[src/design/odrc_pkg.sv]
package odrc_pkg;
    // clock and timing
    localparam int          CLK_MHZ        = 50;
    localparam int          FRC_RST_NS     = 1000;
    localparam int          FRC_RST_CYC    = (FRC_RST_NS * CLK_MHZ + 999) / 1000;
    localparam logic [5:0]  FRC_RST_LOAD   = 6'(FRC_RST_CYC);
    // serial frame: 8-bit opcode then 32-bit argument, msb first
    localparam logic [5:0]  FRAME_LAST     = 6'h27;
    // security code in flash, byte at 0x70 sits in bits 7:0
    localparam int          ID_BYTES       = 10;
    localparam logic [31:0] ID_FIRST_ADDR  = 32'h0000_0070;
    localparam logic [31:0] ID_LAST_ADDR   = 32'h0000_0079;
    localparam int          ID_ENABLE_BIT  = 79;
    localparam logic [7:0]  ERASED_BYTE    = 8'hff;
    localparam logic [31:0] ILLEGAL_VEC    = 32'h0000_0060;
    localparam logic [31:0] ROM_END_ADDR   = 32'h0004_0000;
    // breakpoints: entries 0..1 hardware, 2..5 software
    localparam int          HW_BP_NUM      = 2;
    localparam int          BP_NUM         = 6;
    // link opcodes
    localparam logic [7:0]  OP_ID_BYTE     = 8'h01;
    localparam logic [7:0]  OP_ID_CHECK    = 8'h02;
    localparam logic [7:0]  OP_BREAK       = 8'h10;
    localparam logic [7:0]  OP_RESUME      = 8'h11;
    localparam logic [7:0]  OP_FRC_RESET   = 8'h12;
    localparam logic [7:0]  OP_BRK_RESET   = 8'h13;
    localparam logic [7:0]  OP_BP_CTRL     = 8'h1f;
    localparam logic [7:0]  OP_BP_ADDR0    = 8'h20;
    localparam logic [7:0]  OP_MASK        = 8'h30;
    localparam logic [7:0]  OP_MEM_ADDR    = 8'h40;
    localparam logic [7:0]  OP_MEM_RD      = 8'h41;
    localparam logic [7:0]  OP_MEM_WR      = 8'h42;
    localparam logic [7:0]  OP_MEM_DATA    = 8'h43;
    localparam logic [7:0]  OP_TIMER_RD    = 8'h50;
    localparam logic [7:0]  OP_TIMER_CLR   = 8'h51;
    localparam logic [7:0]  OP_STATUS      = 8'h52;
    // software register port
    localparam logic [3:0]  REG_CTRL       = 4'h0;
    localparam logic [3:0]  REG_STATUS     = 4'h1;
    localparam logic [3:0]  REG_TIMER      = 4'h2;
    localparam logic [7:0]  CTRL_RESET     = 8'h00;

    typedef enum logic [2:0] {
        ST_RUN = 3'b001,
        ST_BRK = 3'b010,
        ST_RST = 3'b100
    } odrc_state_type;

    typedef struct packed {
        logic [7:0]  op;
        logic [31:0] arg;
    } odrc_frame_type;

    typedef struct packed {
        logic [26:0] zero;
        logic        unit_on;
        logic        core_rst;
        logic        armed;
        logic        in_break;
        logic        unlocked;
    } odrc_status_type;
endpackage : odrc_pkg

[src/design/odrc_run_control.sv]
// How it works
// - debug reset low gives port pins to port logic; high gives them to debug.
// - only reset, clock, mode, data in and data out; no boundary scan.
// - ten entered code bytes must match flash code before debugging is allowed.
// - flag bit 7 of last code byte clear refuses debugging despite match.
// - erased flash gives an all-0xff code, compared like any other.
// - two shared breakpoints, each on fetch or on data access.
// - four software breakpoints on fetches inside internal ROM.
// - emulator break halts user code; illegal-opcode vector belongs to monitor.
// - emulator can force a full device reset.
// - break-reset enters debug mode on reset release, before any instruction.
// - halted core uses debug space; user memory access; resume anywhere.
// - one mask hides watchdog irq, another hides pin and watchdog resets.
// - external reset always resets port buffers, even when masked.
// - external reset is ignored while in a break.
// - watchdog and clock monitor stop in break; selected group stops together.
// - open-break puts chosen timer outputs in high impedance during break.
// - timer measures user program run time.
// - clocks and pll keep running while debug is active.
// - reset during run may upset breaking; no guarantee afterwards.
// - rom correction is not emulated.
`timescale 1ns/1ps
module odrc_run_control import odrc_pkg::*; (
    input  wire logic        CLK,
    input  wire logic        RST,
    input  wire logic        DEBUG_UNIT_RESET_N,
    input  wire logic        EXT_RESET_N,
    input  wire logic [2:0]  PORT5_PIN_IN,
    output logic [2:0]       PORT5_PIN_OUT,
    output logic [2:0]       PORT5_PIN_OE,
    output logic             DEBUG_SERIAL_OUT,
    input  wire logic [2:0]  PORT5_GPIO_OUT,
    input  wire logic [2:0]  PORT5_GPIO_OE,
    output logic [2:0]       PORT5_GPIO_IN,
    input  wire logic [79:0] FLASH_ID_CODE,
    input  wire logic        FETCH_VALID,
    input  wire logic [31:0] FETCH_ADDR,
    input  wire logic        DATA_VALID,
    input  wire logic [31:0] DATA_ADDR,
    input  wire logic        SW_BREAK_TRAP,
    input  wire logic        WDT_IRQ_IN,
    input  wire logic        WDT_RESET_IN,
    output logic             CORE_RESET,
    output logic             PORT_BUF_RESET,
    output logic             WDT_IRQ_OUT,
    output logic             CPU_HALT,
    output logic             RESUME_START,
    output logic [31:0]      RESUME_PC,
    output logic             ILLEGAL_TRAP_RESERVED,
    output logic             WDT_CLKMON_STOP,
    output logic             PERIPH_GROUP_STOP,
    output logic [3:0]       TIMER_OUT_HIZ,
    output logic             CLOCK_KEEP_RUNNING,
    output logic             MEM_REQ,
    output logic             MEM_WE,
    output logic [31:0]      MEM_ADDR,
    output logic [31:0]      MEM_WDATA,
    input  wire logic [31:0] MEM_RDATA,
    input  wire logic        MEM_ACK,
    input  wire logic [3:0]  REG_ADDR,
    input  wire logic [31:0] REG_WDATA,
    input  wire logic        REG_WR,
    input  wire logic        REG_RD,
    output logic [31:0]      REG_RDATA
);
    logic [4:0]      pin_s1_q, pin_s2_q;
    logic            debug_unit_reset_n, debug_link_clock;
    logic            debug_transfer_mode_select, debug_serial_in;
    logic            ext_rst, dbg_rst, ck_prev_q, ck_rise, frame_done_q;
    logic [5:0]      bit_cnt_q, rst_cnt_q;
    logic [39:0]     rx_q;
    logic [31:0]     tx_q, rsp_d, timer_q, mem_rdata_q, rdata_q;
    odrc_frame_type  frame;
    logic [79:0]     id_entry_q;
    logic            unlocked_q, act_cmd, armed_q, irq_mask_q, rst_mask_q;
    logic [11:0]     bp_ctl_q;
    logic [31:0]     bp_addr_q [BP_NUM];
    logic [BP_NUM-1:0] bp_hit;
    logic            brk_req, frc_cmd, rst_src;
    odrc_state_type  st_q;
    odrc_status_type status;
    logic [7:0]      ctrl_q;
    logic            core_rst_q, port_rst_q, irq_q, start_q, mreq_q, mwe_q;
    logic [31:0]     pc_q, maddr_q, mwdata_q;
    logic [2:0]      pout_q, poe_q;
    logic            in_break;

    // pins and external reset pass two flops before use
    always_ff @(posedge CLK) begin
        if (RST) begin
            // reset pin idles high: no false reset pulse after RST
            pin_s1_q <= 5'h10;
            pin_s2_q <= 5'h10;
        end else begin
            pin_s1_q <= {EXT_RESET_N, DEBUG_UNIT_RESET_N, PORT5_PIN_IN};
            pin_s2_q <= pin_s1_q;
        end
    end
    assign debug_serial_in            = pin_s2_q[0];
    assign debug_link_clock           = pin_s2_q[1];
    assign debug_transfer_mode_select = pin_s2_q[2];
    assign debug_unit_reset_n         = pin_s2_q[3];
    assign ext_rst                    = ~pin_s2_q[4];
    assign dbg_rst                    = RST | ~debug_unit_reset_n;
    assign in_break                   = (st_q == ST_BRK);

    // pin ownership; encoder timer cut off while debug owns pins
    always_ff @(posedge CLK) begin
        if (RST) begin
            pout_q <= 3'h0;
            poe_q  <= 3'h0;
        end else begin
            pout_q <= debug_unit_reset_n ? 3'h0 : PORT5_GPIO_OUT;
            poe_q  <= debug_unit_reset_n ? 3'h0 : PORT5_GPIO_OE;
        end
    end
    assign PORT5_PIN_OUT = pout_q;
    assign PORT5_PIN_OE  = poe_q;
    assign PORT5_GPIO_IN = debug_unit_reset_n ? 3'h0 : pin_s2_q[2:0];

    // serial link, shifts on link clock rising edges found by CLK
    assign ck_rise = debug_link_clock & ~ck_prev_q;
    always_ff @(posedge CLK) begin
        if (dbg_rst) begin
            ck_prev_q    <= 1'b0;
            bit_cnt_q    <= 6'h00;
            rx_q         <= 40'h00_0000_0000;
            frame_done_q <= 1'b0;
        end else begin
            ck_prev_q    <= debug_link_clock;
            frame_done_q <= 1'b0;
            if (ck_rise && !debug_transfer_mode_select) begin
                bit_cnt_q <= 6'h00;
            end else if (ck_rise) begin
                rx_q <= {rx_q[38:0], debug_serial_in};
                if (bit_cnt_q == FRAME_LAST) begin
                    bit_cnt_q    <= 6'h00;
                    frame_done_q <= 1'b1;
                end else begin
                    bit_cnt_q <= bit_cnt_q + 6'h01;
                end
            end
        end
    end
    assign frame   = rx_q;
    assign act_cmd = frame_done_q & unlocked_q;

    always_comb begin
        rsp_d = 32'h0000_0000;
        case (frame.op)
            OP_TIMER_RD: rsp_d = timer_q;
            OP_MEM_DATA: rsp_d = mem_rdata_q;
            OP_STATUS:   rsp_d = status;
            default:     rsp_d = 32'h0000_0000;
        endcase
    end

    // answer word is loaded at frame end and shifted out in the next frame
    always_ff @(posedge CLK) begin
        if (dbg_rst) begin
            tx_q <= 32'h0000_0000;
        end else if (frame_done_q) begin
            tx_q <= rsp_d;
        end else if (ck_rise && debug_transfer_mode_select) begin
            tx_q <= {tx_q[30:0], 1'b0};
        end
    end
    assign DEBUG_SERIAL_OUT = tx_q[31];

    // compare entered code with flash; erased part compares as all 0xff
    always_ff @(posedge CLK) begin
        if (dbg_rst) begin
            id_entry_q <= 80'h0;
            unlocked_q <= 1'b0;
        end else if (frame_done_q && frame.op == OP_ID_BYTE) begin
            id_entry_q <= {frame.arg[7:0], id_entry_q[79:8]};
        end else if (frame_done_q && frame.op == OP_ID_CHECK) begin
            unlocked_q <= (id_entry_q == FLASH_ID_CODE) && FLASH_ID_CODE[ID_ENABLE_BIT];
        end
    end

    // debug configuration written over the link
    always_ff @(posedge CLK) begin
        if (dbg_rst) begin
            bp_ctl_q   <= 12'h000;
            irq_mask_q <= 1'b0;
            rst_mask_q <= 1'b0;
        end else if (act_cmd && frame.op == OP_BP_CTRL) begin
            bp_ctl_q <= frame.arg[11:0];
        end else if (act_cmd && frame.op == OP_MASK) begin
            irq_mask_q <= frame.arg[0];
            rst_mask_q <= frame.arg[1];
        end
    end

    // entries 0..1 fetch or data; entries 2..5 rom fetch only
    genvar gi;
    generate
        for (gi = 0; gi < BP_NUM; gi++) begin : g_bp
            always_ff @(posedge CLK) begin
                if (dbg_rst) begin
                    bp_addr_q[gi] <= 32'h0000_0000;
                end else if (act_cmd && frame.op == OP_BP_ADDR0 + 8'(gi)) begin
                    bp_addr_q[gi] <= frame.arg;
                end
            end
            if (gi < HW_BP_NUM) begin : g_hw
                assign bp_hit[gi] = bp_ctl_q[2*gi] & (bp_ctl_q[2*gi+1]
                    ? DATA_VALID & (DATA_ADDR == bp_addr_q[gi])
                    : FETCH_VALID & (FETCH_ADDR == bp_addr_q[gi]));
            end else begin : g_sw
                assign bp_hit[gi] = bp_ctl_q[2*gi] & FETCH_VALID
                    & (FETCH_ADDR < ROM_END_ADDR) & (FETCH_ADDR == bp_addr_q[gi]);
            end
        end
    endgenerate

    // forced break; software trap covers ram breakpoints set by the debugger
    assign brk_req = unlocked_q & ((act_cmd && frame.op == OP_BREAK) | (|bp_hit)
                     | SW_BREAK_TRAP);
    assign frc_cmd = act_cmd && (frame.op == OP_FRC_RESET || frame.op == OP_BRK_RESET);
    // reset mask hides pin and watchdog resets
    assign rst_src = (ext_rst | WDT_RESET_IN) & ~rst_mask_q;

    // a reset while running just restarts; breaking state is not kept
    always_ff @(posedge CLK) begin
        if (dbg_rst) begin
            st_q      <= ST_RUN;
            rst_cnt_q <= 6'h00;
        end else begin
            case (st_q)
                ST_RUN: begin
                    if (frc_cmd || rst_src) begin
                        st_q      <= ST_RST;
                        rst_cnt_q <= FRC_RST_LOAD;
                    end else if (brk_req) begin
                        st_q <= ST_BRK;
                    end
                end
                // stays halted until resume or a forced or break reset; pin reset ignored here
                ST_BRK: begin
                    if (frc_cmd) begin
                        st_q      <= ST_RST;
                        rst_cnt_q <= FRC_RST_LOAD;
                    end else if (act_cmd && frame.op == OP_RESUME) begin
                        st_q <= ST_RUN;
                    end
                end
                // reset held a fixed count, reloaded while a pin or watchdog reset is present; armed release halts
                ST_RST: begin
                    if (rst_src) begin
                        rst_cnt_q <= FRC_RST_LOAD;
                    end else if (rst_cnt_q == 6'h00) begin
                        st_q <= armed_q ? ST_BRK : ST_RUN;
                    end else begin
                        rst_cnt_q <= rst_cnt_q - 6'h01;
                    end
                end
                default: st_q <= ST_RUN;
            endcase
        end
    end

    always_ff @(posedge CLK) begin
        if (dbg_rst) begin
            armed_q <= 1'b0;
        end else if (act_cmd && frame.op == OP_BRK_RESET) begin
            armed_q <= 1'b1;
        end else if (st_q == ST_RST && !rst_src && rst_cnt_q == 6'h00) begin
            armed_q <= 1'b0;
        end
    end

    // port buffers follow the pin reset regardless of masks
    always_ff @(posedge CLK) begin
        if (RST) begin
            core_rst_q <= 1'b0;
            port_rst_q <= 1'b0;
            irq_q      <= 1'b0;
        end else begin
            core_rst_q <= unlocked_q ? (st_q == ST_RST) : (ext_rst | WDT_RESET_IN);
            port_rst_q <= ext_rst | core_rst_q;
            irq_q      <= WDT_IRQ_IN & ~(unlocked_q & irq_mask_q);
        end
    end

    // run-time counter; counts only while user code runs
    always_ff @(posedge CLK) begin
        if (dbg_rst) begin
            timer_q <= 32'h0000_0000;
        end else if (act_cmd && frame.op == OP_TIMER_CLR) begin
            timer_q <= 32'h0000_0000;
        end else if (st_q == ST_RUN) begin
            timer_q <= timer_q + 32'h0000_0001;
        end
    end

    // user memory access only while halted; resume from any address
    always_ff @(posedge CLK) begin
        if (dbg_rst) begin
            start_q     <= 1'b0;
            pc_q        <= 32'h0000_0000;
            mreq_q      <= 1'b0;
            mwe_q       <= 1'b0;
            maddr_q     <= 32'h0000_0000;
            mwdata_q    <= 32'h0000_0000;
            mem_rdata_q <= 32'h0000_0000;
        end else begin
            start_q <= in_break && act_cmd && frame.op == OP_RESUME;
            mreq_q  <= in_break && act_cmd && (frame.op == OP_MEM_RD || frame.op == OP_MEM_WR);
            if (in_break && act_cmd && frame.op == OP_RESUME) begin
                pc_q <= frame.arg;
            end
            if (act_cmd && frame.op == OP_MEM_ADDR) begin
                maddr_q <= frame.arg;
            end
            if (in_break && act_cmd && frame.op == OP_MEM_RD) begin
                mwe_q <= 1'b0;
            end else if (in_break && act_cmd && frame.op == OP_MEM_WR) begin
                mwe_q    <= 1'b1;
                mwdata_q <= frame.arg;
            end
            if (MEM_ACK && !mwe_q) begin
                mem_rdata_q <= MEM_RDATA;
            end
        end
    end

    // software register port, read data one cycle later
    always_ff @(posedge CLK) begin
        if (RST) begin
            ctrl_q  <= CTRL_RESET;
            rdata_q <= 32'h0000_0000;
        end else begin
            if (REG_WR && REG_ADDR == REG_CTRL) begin
                ctrl_q <= REG_WDATA[7:0];
            end
            if (!REG_RD) begin
                rdata_q <= 32'h0000_0000;
            end else if (REG_ADDR == REG_CTRL) begin
                rdata_q <= {24'h00_0000, ctrl_q};
            end else if (REG_ADDR == REG_STATUS) begin
                rdata_q <= status;
            end else if (REG_ADDR == REG_TIMER) begin
                rdata_q <= timer_q;
            end else begin
                rdata_q <= 32'h0000_0000;
            end
        end
    end

    always_comb begin
        status          = '0;
        status.unlocked = unlocked_q;
        status.in_break = in_break;
        status.armed    = armed_q;
        status.core_rst = core_rst_q;
        status.unit_on  = debug_unit_reset_n;
    end

    // no rom correction path exists in this unit
    assign CORE_RESET            = core_rst_q;
    assign PORT_BUF_RESET        = port_rst_q;
    assign WDT_IRQ_OUT           = irq_q;
    assign CPU_HALT              = in_break;
    assign RESUME_START          = start_q;
    assign RESUME_PC             = pc_q;
    assign ILLEGAL_TRAP_RESERVED = unlocked_q;
    assign WDT_CLKMON_STOP       = in_break;
    assign PERIPH_GROUP_STOP     = in_break & ctrl_q[0];
    assign TIMER_OUT_HIZ         = in_break ? ctrl_q[7:4] : 4'h0;
    assign CLOCK_KEEP_RUNNING    = unlocked_q;
    assign MEM_REQ               = mreq_q;
    assign MEM_WE                = mwe_q;
    assign MEM_ADDR              = maddr_q;
    assign MEM_WDATA             = mwdata_q;
    assign REG_RDATA             = rdata_q;

    a_pin_handover: assert property (@(posedge CLK) disable iff (RST)
        debug_unit_reset_n |=> PORT5_PIN_OE == 3'h0)
        else $error("port pins driven while debug owns them");
    a_id_match: assert property (@(posedge CLK) disable iff (dbg_rst)
        frame_done_q && frame.op == OP_ID_CHECK && id_entry_q == FLASH_ID_CODE
        && FLASH_ID_CODE[ID_ENABLE_BIT] |=> unlocked_q)
        else $error("matching code did not unlock");
    a_flag_refuse: assert property (@(posedge CLK) disable iff (dbg_rst)
        frame_done_q && frame.op == OP_ID_CHECK && !FLASH_ID_CODE[ID_ENABLE_BIT]
        |=> !unlocked_q ##1 !CLOCK_KEEP_RUNNING)
        else $error("cleared enable flag still unlocked");
    a_hw_break: assert property (@(posedge CLK) disable iff (dbg_rst)
        st_q == ST_RUN && unlocked_q && |bp_hit[1:0] && !frc_cmd && !rst_src
        |=> st_q == ST_BRK ##1 CPU_HALT)
        else $error("breakpoint hit did not halt");
    a_break_hold: assert property (@(posedge CLK) disable iff (dbg_rst)
        in_break && !frc_cmd && !(act_cmd && frame.op == OP_RESUME) |=> in_break)
        else $error("break left without resume");
    a_forced_reset: assert property (@(posedge CLK) disable iff (dbg_rst)
        st_q != ST_RST && frc_cmd |=> st_q == ST_RST ##1 CORE_RESET)
        else $error("forced reset not applied");
    a_break_reset: assert property (@(posedge CLK) disable iff (dbg_rst)
        st_q == ST_RST && armed_q && !rst_src && rst_cnt_q == 6'h00
        |=> in_break && !armed_q)
        else $error("break-reset did not enter break");
    a_port_reset: assert property (@(posedge CLK) disable iff (RST)
        ext_rst ##1 ext_rst |=> PORT_BUF_RESET)
        else $error("port buffers missed pin reset");
    a_run_timer: assert property (@(posedge CLK) disable iff (dbg_rst)
        st_q == ST_RUN && !(act_cmd && frame.op == OP_TIMER_CLR)
        |=> timer_q == $past(timer_q) + 32'h0000_0001)
        else $error("run timer did not advance");
    a_group_stop: assert property (@(posedge CLK) disable iff (RST)
        in_break |-> WDT_CLKMON_STOP && PERIPH_GROUP_STOP == ctrl_q[0])
        else $error("break stop group wrong");
endmodule : odrc_run_control

[config.mk]
export PLATFORM = sky130hd
export DESIGN_NAME = odrc_run_control
export DESIGN_NICKNAME = d
export VERILOG_FILES = /design/src/design/odrc_pkg.sv /design/src/design/odrc_run_control.sv
export SDC_FILE = /design/constraint.sdc
export NUM_CORES = 1
export LEC_CHECK = 0
export ABC_AREA = 1
export BUFFER_PORTS_ARGS = -buffer_cell sky130_fd_sc_hd__buf_2
export CORE_ASPECT_RATIO = 0.8
export CORE_UTILIZATION = 25
export CTS_CLUSTER_SIZE = 40
export DETAILED_ROUTE_END_ITERATION = 12
export SYNTH_ARGS = -nofsm -noshare
export SYNTH_HDL_FRONTEND = slang
export SYNTH_SLANG_ARGS = --single-unit
[constraint.sdc]
create_clock -name CLK -period 5.96 [get_ports CLK]
set_clock_uncertainty 0.1 [all_clocks]
set_input_delay 1.192 -clock CLK [delete_from_list [all_inputs] [get_ports CLK]]
set_output_delay 1.192 -clock CLK [all_outputs]
set_load 0.02 [all_outputs]
==> results.toml <==
[placed_design]
dp_hpwl_mm = 71.1
routabilityCongestion = 0.949
io_buffers = 361

[yosys]
synth_cell_types = 52
yosys_most_used_dff = "dfxtp_1"
synth_edf_count = 192
synth_nets = 3595
ys_async_sr_fraction = 0
synth_top_area_cell = "dfxtp_1"
seq_area_frac_synth = 0.521
netlist_area_um2 = 26600
netlist_instances = 3358
yosysWarnings = 0
synth_top_area_share = 0.304
synth-seq-cells = 595
synth_area_per_cell_um2 = 7.91
synth_area_leaders = "dfxtp_1, edfxtp_1, nand2_1"

[setup_path]
path_max_fanout = 11
startpoint = "st_q[1]"
reg2reg_setup_slack_ns = 2.88
end_kind = "output pin"
worstReg2RegEnd = "tx_q[19]"
endpoint = "TIMER_OUT_HIZ[1]"
rr_worst_depth = 8
criticalPathCategory = "register to output pin"
start_kind = "register"
reg2reg_from = "frame[33]"
crit_arrival_ns = 2.12
required_ns = 4.67

[global_routing]
use_met3 = 0.0400
grt_pass1_wl_mm = 142
overflow = 0
grt_max_degree = 147
antenna_found_initial = 15
top_usage_layer = "met2"
globalRouteMet2Util = 0.269
grt_usage = 0.177
grt_pass1_vias = 22200
use_met1 = 0.245

[power_and_ir_drop]
seqPwrFrac = 0.469
swShare = 0.238
comb_power_share = 0.051
vdd_ir_drop_max_v = 0.000177
internal-power_w = 0.00687
pwr-share-clk = 0.480
power_density_nw_per_um2 = 280
p_leak_nw = 12.9
p_sw_w = 0.00214

[clock_tree]
clk_path_buf_depth = 3
cts_tree = "done"
clock_sinks = 595
clock_latency_ns = 0.62
path_clk_slew_ns = 0.06
holdBufCountCts = 0
ctsResizeCount = 0
htree_num_levels = 3
cts_root_buf = "clkbuf_16"
postCtsSetupRepairBufs = 0
numCtsBuffers = 69

[die]
dieWidth_um = 366
core_um2 = 105000
rows = 106
initial_utilization = 0.253
ios = 386
die_y_um = 294
die_area_um2 = 108000

[sta]
final-max-slew-violation-count = 0
rsz0062_at_grt = "no"
fin_tns_setup_ns = 0
hold_viol_final = 0
report.final.setup_viol = 0
period_minus_slack_ns = 3.41
worst_pin_slew_ns = 1.11
final.period_utilization = 0.573
timing.fmax_ghz = 0.293
slew_headroom = 0.258

[finish]
area_delta_synth_final_pct = 20.9
nNetsFinal = 3895
fin_util = 0.306
fill_cells = 11200
drive_above_1_share = 0.153

[outcome]
status = "finished, final reports clean"

[worst_hold_path]
hold_path.class = "register to register"

[job]
cap_violations = 0

[detailed_routing]
vias = 23700
vias_per_cell = 4.63
firstDrtPassIters = 7
drcViolationCount = 0
routed_wl_mm = 97.9
drtIter0Drc = 2187
ant_nets = 0
wl_per_cell_um = 19.1
## critical path: stages, from the launching register on
cell,delay [ns]
dfxtp_1,0.33
inv_1,0.09
nor3_2,0.48
inv_2,0.29
nor2_1,0.15
buf_2,0.17
## cells in the mapped netlist, types with 7 or more instances
cell type and number:
dfxtp_1 403, clkbuf_1 146, xor2_1 53, nor4_1 14
o21ai_1 39, nor2_1 473, xnor2_1 42, or2_2 16
nand4_1 25, a21oi_1 292, a221oi_1 10, inv_2 12
o211ai_1 32, nand2_1 553, buf_2 7, o21ai_0 375
nand3_1 76, o22ai_1 59, inv_1 403, edfxtp_1 192
clkinv_1 26, nor3_1 34
## flip-flops by register name, indices dropped and copies added (netlist names), 5 cells and up
register / cells
MEM_WDATA: 32
mem_rdata_q: 32
bp_ctl_q: 8
REG_RDATA: 32
bit_cnt_q: 6
RESUME_PC: 32
MEM_ADDR: 32
bp_addr_q: 192
tx_q: 32
pin_s2_q: 5
timer_q: 32
frame: 40
ctrl_q: 8
id_entry_q: 80
rst_cnt_q: 6
pin_s1_q: 5
## power by group through the flow
stage	clock network, W	registers (W)	logic [W]
after global routing	0.00457	0.00423	0.000497
after CTS	0.00442	0.00423	0.000452
final	0.00432	0.00423	0.000458
after detailed placement	0	0.00432	0.000450
after floorplan	0	0.00431	0.000234
after global placement	0	0.00431	0.000450
## cell usage in the layout (no fill, tap or decap), types with 53 or more instances in the layout
cell type,Yosys,final
dfxtp_1,403,403
xor2_1,53,53
o22ai_1,59,59
a21oi_1,292,292
inv_1,403,403
o21ai_0,375,371
edfxtp_1,192,192
nor2_1,473,469
nand2_1,553,552
buf_2,7,361
nand3_1,76,75
clkbuf_16,0,70
## final cells by class
| type | instances | area, um^2 | area share |
|---|---|---|---|
| clock buffer | 96 | 1920 | 0.0598 |
| antenna | 7 | 17.5 | 0.000545 |
| inverter | 442 | 1660 | 0.0517 |
| tap | 1404 | 1760 | 0.0547 |
| timing repair buffer | 388 | 2030 | 0.0633 |
| multi-input combinational | 2162 | 10500 | 0.328 |
| clock inverter | 28 | 355 | 0.0111 |
| sequential | 595 | 13800 | 0.431 |
## cells by family after synthesis
kind of cell,after synthesis,synth area share
compound gates,832,0.167
xor+xnor,95,0.0313
fa+ha+maj,4,0.00188
buf+inv,601,0.0861
flops,595,0.521
simple gates,1231,0.193
## per-layer routing
layer  vias to the layer above  routed length (um)
li1                      11600                   -
met1                     11100               45200
met2                       842               42400
met3                       160                7570
met4                        12                2640
met5                         -                  85
## how the worst min path moves through the flow
| stage | startpoint | depth (start not counted) | slack (ns) | to |
|---|---|---|---|---|
| 2_1_floorplan | pin_s1_q[0] | 2 | 0.29 | pin_s2_q[0] |
| 3_3_place_gp | pin_s1_q[0] | 2 | 0.29 | pin_s2_q[0] |
| 3_5_place_dp | pin_s1_q[2] | 2 | 0.29 | pin_s2_q[2] |
| 4_1_cts | pin_s1_q[2] | 2 | 0.30 | pin_s2_q[2] |
| 5_1_grt | pin_s1_q[3] | 2 | 0.31 | pin_s2_q[3] |
| 6_report | pin_s1_q[2] | 2 | 0.30 | pin_s2_q[2] |
## through the flow
stage	cells	worst slack (ns)	power [W]	hold slack [ns]	instance area, um^2
floorplan	3358	1.85	0.00455	0.288	26600
global route	5119	2.37	0.00930	0.312	32100
finish	5122	2.55	0.00901	0.304	32100
CTS	5115	2.43	0.00910	0.305	32100
detailed placement	4991	2.33	0.00477	0.294	29800
global placement	4991	2.35	0.00476	0.292	29800
Power figures use the tool's default switching activity.
